$ cat src/hw/gtp_cfg.svh
// Constants for the time pulse generator and event time-stamp block.
// Overview of operation
// - Pulses appear on the output only while the enable setting is set.
// - Primary period is used unless locked mode is enabled and time is valid.
// - With valid time and locked mode enabled, the locked period is used.
// - With valid time and locked mode enabled, the locked length is used.
// - The width field is an absolute on time or a ratio of period.
// - The alternate set applies once time is valid, so a pulse may be disabled.
// - The frequency flag makes the period field a frequency in hertz.
// - The length flag makes the width field a duration, otherwise a duty ratio.
// - With alignment set, edges land on whole seconds of the selected grid.
// - Alignment holds only while locked; unlocked the configured rate continues.
// - Polarity set gives a rising leading edge, clear gives a falling one.
// - Grid 0 universal, 1 US, 2 Russian, 3 Chinese time; reports use it too.
// - The frequency lock flag disciplines the period from satellite rate steps.
// - The pulse width is clamped so it never exceeds the current period.
// - Cable, front-end and user delays shift the pulse earlier.
// - The front-end group delay is read only and cannot be written.
// - On the universal grid, output waits for time conversion parameters.
// - Automatic universal variant prefers US, Russian, Chinese, then European.
// - Events share the output base; universal output makes events US time.
// - Each event edge is time-stamped with the same delay compensation.
// - Pulse reports come at 1 Hz and always describe the next pulse.
`ifndef GTP_CFG_SVH
`define GTP_CFG_SVH
`define GTP_CLK_HZ        32'h0098_9680
`define GTP_TICK_NS       32'h0000_0064
`define GTP_TICKS_PER_US  32'h0000_000A
`define GTP_TICKS_PER_SEC 40'h00_0098_9680
`define GTP_MIN_PHASE_NS  32'h0000_0032
`define GTP_MIN_PHASE_CYC ((`GTP_MIN_PHASE_NS + `GTP_TICK_NS - 32'h1) / `GTP_TICK_NS)
`define GTP_OUT_INDEX     8'h00
`define GTP_RATIO_SHIFT   16
`define GTP_GRID_UTC      2'h0
`define GTP_GRID_GPS      2'h1
`define GTP_GRID_GLO      2'h2
`define GTP_GRID_BDS      2'h3
`define GTP_UTC_AUTO      3'h0
`define GTP_UTC_USNO      3'h1
`define GTP_UTC_SU        3'h2
`define GTP_UTC_NTSC      3'h3
`define GTP_UTC_EU        3'h4
`define GTP_SYS_GPS       0
`define GTP_SYS_GLO       1
`define GTP_SYS_BDS       2
`define GTP_SYS_GAL       3
`endif

$ cat src/hw/gtp_pkg.sv
// Types shared by the time pulse generator and its bench.
package gtp_pkg;
  typedef struct packed {
    logic        enable;
    logic        use_locked;
    logic        is_freq;
    logic        is_length;
    logic        align_sec;
    logic        polarity;
    logic        freq_lock;
    logic [1:0]  grid;
    logic [31:0] period;
    logic [31:0] period_lock;
    logic [31:0] length;
    logic [31:0] length_lock;
    logic [15:0] cable_delay_ns;
    logic [15:0] user_delay_ns;
  } gtp_settings_type;
  typedef struct packed {
    logic [31:0] secs;
    logic [23:0] ticks;
  } gtp_time_type;
  typedef struct packed {
    logic         valid;
    logic [1:0]   grid;
    gtp_time_type when;
    logic [7:0]   qerr_ns;
  } gtp_pulse_report_type;
  typedef struct packed {
    logic         valid;
    logic         rising;
    logic         falling;
    logic [1:0]   grid;
    logic [15:0]  marks;
    gtp_time_type rise_time;
    gtp_time_type fall_time;
  } gtp_event_report_type;
  typedef struct packed {
    logic add;
    logic drop;
  } gtp_slip_type;
  typedef enum logic [1:0] {GTP_IDLE, GTP_WAIT_UTC, GTP_RUN} gtp_state_type;
endpackage

$ cat src/hw/gtp_time_pulse.sv
// Time pulse generator with delay compensation and external event time-stamping.
`timescale 1ns/1ps
`include "gtp_cfg.svh"
module gtp_time_pulse (
  // Clock and reset.
  input  wire logic                         clock_i,
  input  wire logic                         rst_n_i,
  // Settings write port.
  input  wire logic                         cfg_wr_i,
  input  wire logic [7:0]                   cfg_index_i,
  input  wire gtp_pkg::gtp_settings_type    cfg_i,
  // Time engine status.
  input  wire logic                         time_valid_i,
  input  wire logic                         utc_params_ok_i,
  input  wire logic [3:0]                   grid_locked_i,
  input  wire logic [3:0]                   sec_tick_i,
  input  wire gtp_pkg::gtp_slip_type        slip_i,
  input  wire gtp_pkg::gtp_time_type        time_now_i,
  input  wire logic [15:0]                  rf_delay_ns_i,
  // Universal time variant choice.
  input  wire logic [2:0]                   utc_standard_i,
  input  wire logic [3:0]                   gnss_enabled_i,
  // External event input.
  input  wire logic                         external_event_input_i,
  // Pulse output and reports.
  output logic                              one_per_second_pulse_o,
  output gtp_pkg::gtp_pulse_report_type     pulse_time_report_o,
  output gtp_pkg::gtp_event_report_type     event_time_report_o,
  output logic [1:0]                        event_grid_o,
  output logic [2:0]                        utc_variant_o,
  output logic [15:0]                       rf_delay_ns_o,
  output logic                              cfg_ack_o,
  output logic                              settings_short_o,
  output gtp_pkg::gtp_state_type            run_state_o
);

  // Settings shadow, written only through selector zero.
  gtp_pkg::gtp_settings_type cfg_q;
  wire                       cfg_hit;

  assign cfg_hit = cfg_wr_i & (cfg_index_i == `GTP_OUT_INDEX);

  always_ff @(posedge clock_i or negedge rst_n_i) begin
    if (!rst_n_i) begin
      cfg_q     <= '0;
      cfg_ack_o <= 1'b0;
    end else begin
      if (cfg_hit) begin
        cfg_q <= cfg_i;
      end
      cfg_ack_o <= cfg_hit;
    end
  end

  // Selection of the primary or locked setting pair.
  wire        sel_lock;
  wire [31:0] sel_period;
  wire [31:0] sel_length;

  assign sel_lock   = cfg_q.use_locked & time_valid_i;
  assign sel_period = sel_lock ? cfg_q.period_lock : cfg_q.period;
  assign sel_length = sel_lock ? cfg_q.length_lock : cfg_q.length;

  // Period and width in clock ticks.
  wire [31:0] freq_ticks;
  wire [31:0] per_ticks;
  wire [31:0] period_ticks;
  wire [48:0] ratio_prod;
  wire [31:0] ratio_ticks;
  wire [31:0] len_ticks;
  wire [31:0] width_raw;
  wire [31:0] width_ticks;

  assign freq_ticks   = (sel_period == 32'h0) ? 32'h0 : (`GTP_CLK_HZ / sel_period);
  assign per_ticks    = 32'(sel_period * `GTP_TICKS_PER_US);
  assign period_ticks = cfg_q.is_freq ? freq_ticks : per_ticks;
  assign ratio_prod   = 49'(period_ticks * sel_length[16:0]);
  assign ratio_ticks  = ratio_prod[`GTP_RATIO_SHIFT +: 32];
  assign len_ticks    = 32'(sel_length * `GTP_TICKS_PER_US);
  assign width_raw    = cfg_q.is_length ? len_ticks : ratio_ticks;
  assign width_ticks  = (width_raw > period_ticks) ? period_ticks : width_raw;

  // Delay compensation moves the leading edge earlier than the nominal boundary.
  wire [17:0] comp_ns;
  wire [17:0] comp_ticks;
  wire [7:0]  comp_frac_ns;
  wire [31:0] start_ticks;

  assign comp_ns      = 18'(cfg_q.cable_delay_ns) + 18'(rf_delay_ns_i) +
                        18'(cfg_q.user_delay_ns);
  assign comp_ticks   = 18'(comp_ns / 18'(`GTP_TICK_NS));
  assign comp_frac_ns = 8'(comp_ns % 18'(`GTP_TICK_NS));
  assign start_ticks  = (32'(comp_ticks) >= period_ticks) ? 32'h0 :
                        ((comp_ticks == 18'h0) ? 32'h0 :
                        (period_ticks - 32'(comp_ticks)));

  // Run state.
  gtp_pkg::gtp_state_type state_q;
  gtp_pkg::gtp_state_type state_d;
  wire                    utc_blocked;

  assign utc_blocked = (cfg_q.grid == `GTP_GRID_UTC) & ~utc_params_ok_i;

  always_comb begin
    state_d = state_q;
    case (state_q)
      gtp_pkg::GTP_IDLE: begin
        if (cfg_q.enable) begin
          state_d = utc_blocked ? gtp_pkg::GTP_WAIT_UTC : gtp_pkg::GTP_RUN;
        end
      end
      gtp_pkg::GTP_WAIT_UTC: begin
        if (!cfg_q.enable) begin
          state_d = gtp_pkg::GTP_IDLE;
        end else if (!utc_blocked) begin
          state_d = gtp_pkg::GTP_RUN;
        end
      end
      gtp_pkg::GTP_RUN: begin
        if (!cfg_q.enable) begin
          state_d = gtp_pkg::GTP_IDLE;
        end else if (utc_blocked) begin
          state_d = gtp_pkg::GTP_WAIT_UTC;
        end
      end
      default: begin
        state_d = gtp_pkg::GTP_IDLE;
      end
    endcase
  end

  // Period counter with rate discipline and second alignment.
  logic [31:0] phase_q;
  logic [31:0] phase_d;
  logic [31:0] period_q;
  logic [31:0] width_q;
  logic [31:0] start_q;
  wire         running;
  wire         entering;
  wire [1:0]   step;
  wire [32:0]  phase_sum;
  wire         wrap;
  wire         align_hit;
  wire         load_now;

  assign running   = (state_q == gtp_pkg::GTP_RUN);
  assign entering  = (state_d == gtp_pkg::GTP_RUN) & ~running;
  assign step      = (cfg_q.freq_lock & time_valid_i & slip_i.drop) ? 2'h0 :
                     ((cfg_q.freq_lock & time_valid_i & slip_i.add) ? 2'h2 : 2'h1);
  assign phase_sum = 33'(phase_q) + 33'(step);
  assign wrap      = (phase_sum >= 33'(period_q));
  assign align_hit = cfg_q.align_sec & grid_locked_i[cfg_q.grid] &
                     sec_tick_i[cfg_q.grid];
  assign load_now  = entering | align_hit | wrap;

  always_comb begin
    phase_d = phase_q;
    if (entering | align_hit) begin
      phase_d = 32'h0;
    end else if (running) begin
      if (period_q == 32'h0) begin
        phase_d = 32'h0;
      end else if (wrap) begin
        phase_d = 32'(phase_sum - 33'(period_q));
      end else begin
        phase_d = phase_sum[31:0];
      end
    end
  end

  always_ff @(posedge clock_i or negedge rst_n_i) begin
    if (!rst_n_i) begin
      state_q  <= gtp_pkg::GTP_IDLE;
      phase_q  <= 32'h0;
      period_q <= 32'h0;
      width_q  <= 32'h0;
      start_q  <= 32'h0;
    end else begin
      state_q <= state_d;
      phase_q <= phase_d;
      if (load_now) begin
        period_q <= period_ticks;
        width_q  <= width_ticks;
        start_q  <= start_ticks;
      end
    end
  end

  // Width comparison relative to the compensated leading edge.
  wire [31:0] rel_phase;
  wire [31:0] until_start;
  wire        pulse_on;
  wire        short_high;
  wire        short_low;

  assign rel_phase   = (phase_q >= start_q) ? (phase_q - start_q) :
                       (phase_q + period_q - start_q);
  assign until_start = (rel_phase == 32'h0) ? 32'h0 : (period_q - rel_phase);
  assign pulse_on    = running & (period_q != 32'h0) & (rel_phase < width_q);
  assign short_high  = (sel_length != 32'h0) & (width_ticks < `GTP_MIN_PHASE_CYC);
  assign short_low   = (width_ticks != period_ticks) &
                       ((period_ticks - width_ticks) < `GTP_MIN_PHASE_CYC);

  always_ff @(posedge clock_i or negedge rst_n_i) begin
    if (!rst_n_i) begin
      one_per_second_pulse_o <= 1'b0;
      settings_short_o       <= 1'b0;
      run_state_o            <= gtp_pkg::GTP_IDLE;
      rf_delay_ns_o          <= 16'h0;
    end else begin
      one_per_second_pulse_o <= pulse_on ~^ cfg_q.polarity;
      settings_short_o       <= cfg_q.enable & (short_high | short_low);
      run_state_o            <= state_q;
      rf_delay_ns_o          <= rf_delay_ns_i;
    end
  end

  // Pulse time report: once per second, always the upcoming pulse.
  wire [39:0] next_sum;
  wire [31:0] next_secs;
  wire [23:0] next_ticks;
  wire        report_tick;

  assign next_sum    = 40'(time_now_i.ticks) + 40'(align_hit ? start_ticks : until_start) +
                       40'(comp_ticks);
  assign next_secs   = time_now_i.secs + 32'(next_sum / `GTP_TICKS_PER_SEC);
  assign next_ticks  = 24'(next_sum % `GTP_TICKS_PER_SEC);
  assign report_tick = sec_tick_i[cfg_q.grid] & running;

  always_ff @(posedge clock_i or negedge rst_n_i) begin
    if (!rst_n_i) begin
      pulse_time_report_o <= '0;
    end else begin
      pulse_time_report_o.valid <= report_tick;
      if (report_tick) begin
        pulse_time_report_o.grid       <= cfg_q.grid;
        pulse_time_report_o.when.secs  <= next_secs;
        pulse_time_report_o.when.ticks <= next_ticks;
        pulse_time_report_o.qerr_ns    <= comp_frac_ns;
      end
    end
  end

  // Automatic universal time variant selection.
  wire [2:0] auto_variant;
  wire [2:0] utc_variant;

  assign auto_variant = gnss_enabled_i[`GTP_SYS_GPS] ? `GTP_UTC_USNO :
                        gnss_enabled_i[`GTP_SYS_GLO] ? `GTP_UTC_SU :
                        gnss_enabled_i[`GTP_SYS_BDS] ? `GTP_UTC_NTSC :
                        `GTP_UTC_EU;
  assign utc_variant  = (utc_standard_i == `GTP_UTC_AUTO) ? auto_variant : utc_standard_i;

  // External event time-stamping.
  logic         event_q;
  wire          ev_rise;
  wire          ev_fall;
  wire [1:0]    ev_grid;
  wire [23:0]   ev_ticks;
  wire [31:0]   ev_secs;
  gtp_pkg::gtp_time_type ev_stamp;

  assign ev_rise  = external_event_input_i & ~event_q;
  assign ev_fall  = ~external_event_input_i & event_q;
  assign ev_grid  = (cfg_q.grid == `GTP_GRID_UTC) ? `GTP_GRID_GPS : cfg_q.grid;
  assign ev_ticks = (time_now_i.ticks >= 24'(comp_ticks)) ?
                    (time_now_i.ticks - 24'(comp_ticks)) :
                    24'(40'(time_now_i.ticks) + `GTP_TICKS_PER_SEC - 40'(comp_ticks));
  assign ev_secs  = (time_now_i.ticks >= 24'(comp_ticks)) ? time_now_i.secs :
                    (time_now_i.secs - 32'h1);
  assign ev_stamp = '{secs: ev_secs, ticks: ev_ticks};

  always_ff @(posedge clock_i or negedge rst_n_i) begin
    if (!rst_n_i) begin
      event_q             <= 1'b0;
      event_time_report_o <= '0;
      event_grid_o        <= `GTP_GRID_GPS;
      utc_variant_o       <= `GTP_UTC_USNO;
    end else begin
      event_q                     <= external_event_input_i;
      event_grid_o                <= ev_grid;
      utc_variant_o               <= utc_variant;
      event_time_report_o.valid   <= ev_rise | ev_fall;
      event_time_report_o.rising  <= ev_rise;
      event_time_report_o.falling <= ev_fall;
      if (ev_rise) begin
        event_time_report_o.rise_time <= ev_stamp;
        event_time_report_o.marks     <= event_time_report_o.marks + 16'h1;
        event_time_report_o.grid      <= ev_grid;
      end
      if (ev_fall) begin
        event_time_report_o.fall_time <= ev_stamp;
        event_time_report_o.grid      <= ev_grid;
      end
    end
  end

endmodule // gtp_time_pulse
$ cat config.mk
export PLATFORM = sky130hd
export DESIGN_NAME = gtp_time_pulse
export DESIGN_NICKNAME = d
export VERILOG_FILES = /design/src/hw/gtp_pkg.sv /design/src/hw/gtp_time_pulse.sv
export VERILOG_INCLUDE_DIRS = /design/src /design/src/hw
export SDC_FILE = /design/constraint.sdc
export NUM_CORES = 2
export LEC_CHECK = 0
export BUFFER_PORTS_ARGS = -buffer_cell sky130_fd_sc_hd__buf_2
export CAP_MARGIN = 25
export CELL_PAD_IN_SITES_DETAIL_PLACEMENT = 0
export CELL_PAD_IN_SITES_GLOBAL_PLACEMENT = 1
export CORE_UTILIZATION = 52
export DETAILED_ROUTE_END_ITERATION = 12
export PLACE_DENSITY = 0.95
export SLEW_MARGIN = 25
export SYNTH_ARGS = -nofsm -noshare
export SYNTH_HDL_FRONTEND = slang
export SYNTH_SLANG_ARGS = --single-unit
$ cat constraint.sdc
create_clock -name clock_i -period 226 [get_ports clock_i]
set_clock_uncertainty 0.05 [all_clocks]
set_input_delay 11.3 -clock clock_i [delete_from_list [all_inputs] [get_ports clock_i]]
set_output_delay 11.3 -clock clock_i [all_outputs]
set_load 0.03 [all_outputs]
==> impl_metrics.json <==
{
  "antenna_found_initial": 14,
  "setup_ws_ns": 64.52,
  "cts_resized": 0,
  "synthTopCellsByArea": "ha_1 15%, dfrtp_1 15%, fa_1 12%",
  "dp.cells": 14226,
  "grt_pass1_wl_um": 470000,
  "critical_path_buf_inv_count": 43,
  "overflow": 0,
  "die_w_um": 418,
  "post_cts_buffers": 0,
  "post-dp-hpwl_um": 239000,
  "seqCellArea_mm2": 0.0132,
  "yosys.area.top_type_share_pct": 15.0,
  "vias": 85643,
  "path_class": "primary input to flop",
  "synthArstFlopShare_pct": 100,
  "rsz0062_at_grt": "false",
  "clk_latency_ns": 0.73,
  "htree_num_levels": 3,
  "syn_area_per_cell_um2": 7.72,
  "finalHoldViolCount": 0,
  "final_core_util_pct": 57.1,
  "worst_slew_pin_slew_ns": 1.10,
  "maxSlewViolCount": 0,
  "crit_path_top_delay_cell": "nor4_1",
  "cts_buffer_depth": 3,
  "start_kind": "primary input",
  "drt_iter0_drc": 6820,
  "synth_seq_cells": 526,
  "timing.fmax_mhz": 6.19,
  "fill_cells": 15962,
  "yosys.area.top_type": "ha_1",
  "fin_nets": 13859,
  "start_util_pct": 52.4,
  "critPathMaxFanout": 55,
  "synth_cell_types": 132,
  "synthCells": 11670,
  "grt_max_degree": 161,
  "period_minus_slack_ns": 161.48,
  "synth_most_common_cell": "nand2_1",
  "portBuffers": 496,
  "clk_pin_slew_ns": 0.05,
  "synth_commonest_cells": "1621 x nand2_1, 1180 x inv_1, 1077 x ha_1",
  "syn_to_final_growth_pct": 8.86,
  "synth_edf_count": 0,
  "grt_pass1_vias": 84569,
  "fin_crit_sh_pct": 71.5,
  "maxSlewHeadroom_pct": 24.4,
  "gp_congestion": 0.974,
  "rows": 152,
  "path_common_cell": "o21ai_0",
  "root_buffer": "clkbuf_16",
  "grt.total_usage_pct": 34.0,
  "pin_count": 498,
  "cap_violations": 0,
  "postCtsHoldBufs": 0,
  "multi_input_area_mm2": 0.0712,
  "drive_gt1_share_pct": 10.6,
  "fin_tns_setup_ns": 0,
  "first_pass_iters": 6,
  "cts_buffers": 67,
  "ys.flop_type": "dfrtp_1",
  "worst_ep_arrival_time_ns": 161.95,
  "yosysWarnings": 0,
  "die_height_um": 418,
  "finalSetupViolCount": 0,
  "wl_per_cell_um": 21.0,
  "critical_path.endpoint_type": "flop",
  "syn_area_mm2": 0.0901,
  "drtAntennaViolNets": 0,
  "route.detailed.drc": 0,
  "routed_wirelength_um": 302000,
  "fin_cells": 14360,
  "min_path_type": "flop to flop",
  "place_ws_ns": 66.91,
  "cp.required_ns": 226.47,
  "cts_tree": "built",
  "via_per_inst": 5.96,
  "yosysSeqAreaShare_pct": 14.6,
  "crit_family": "compound AO/OA/AOI/OAI gates",
  "die-area_mm2": 0.175,
  "synth_fp_nets": 13543,
  "core-area_mm2": 0.172,
  "status": "complete, no violations",
  "cts_sinks": 526,
  "slowest_delay_ns": 0.88
}
==> final timing paths <==
check	slack, ns	cells past startpoint	endpoint	start
setup / recovery	64.52	909	pulse_time_report_o[63]	time_valid_i
hold / removal	0.35	0	run_state_o[1]	state_q[1]
setup reg to reg	75.09	767	pulse_time_report_o[63]	cfg_q[167]
hold reg to reg	0.35	0	run_state_o[1]	state_q[1]
max in group asynchronous	212.60	4	cfg_q[155]	rst_n_i
min in group asynchronous	10.60	1	event_time_report_o[20]	rst_n_i
==> registers in the layout (all words and copies together) (netlist names) <==
register                flops
cfg_q                     169
event_time_report_o       133
pulse_time_report_o        67
period_q                   32
phase_q                    32
start_q                    32
width_q                    32
rf_delay_ns_o              16
utc_variant_o               3
event_grid_o                2
run_state_o                 2
state_q                     2
cfg_ack_o                   1
event_q                     1
one_per_second_pulse_o      1
settings_short_o            1
==> metrics by stage <==
step | area [um^2] | hold slack, ns
finish | 98000 | 0.351
global route | 98000 | 0.381
CTS | 97900 | 0.349
detailed placement | 95500 | 0.335
global placement | 95500 | 0.338
floorplan | 90100 | 0.317
==> cell type report <==
cell class	count	share of cell area (%)
Clock buffer	88	1.92
Sequential cell	526	13.4
Multi-Input combinational cell	9524	72.6
Clock inverter	32	0.532
Inverter	1205	4.63
Antenna cell	13	0.0332
Tap cell	2310	2.95
Timing Repair Buffer	662	3.86
==> kinds of logic after synthesis <==
family	Yosys count	synth area share [%]
compound gates	2873	20.3
xor+xnor	762	7.50
fa+ha+maj	1607	26.7
buf+inv	1620	6.92
flops	526	14.6
mux	356	4.33
other cells	1	0.00416
simple gates	3925	19.7
==> cells in the final DEF, fill, tap and decap left out, types with 267 or more instances in the layout <==
| cell | instances |
|---|---|
| nand2_1 | 1617 |
| nor3_1 | 267 |
| o21ai_0 | 643 |
| a21o_1 | 304 |
| nor2_1 | 962 |
| fa_1 | 524 |
| buf_2 | 495 |
| dfrtp_1 | 523 |
| a21oi_1 | 867 |
| inv_1 | 1179 |
| xnor2_1 | 547 |
| ha_1 | 1075 |
==> per-layer routing <==
layer	global-route usage [%]	wire length, um	up-vias
li1	-	-	40663
met1	42.5	125000	41542
met2	55.7	138000	2800
met3	4.52	18800	632
met4	20.5	20200	6
met5	0	39	-
Power is left out: the tool's default activity adds up to more than one toggle a clock period on the data nets, which glitch-free logic cannot reach.
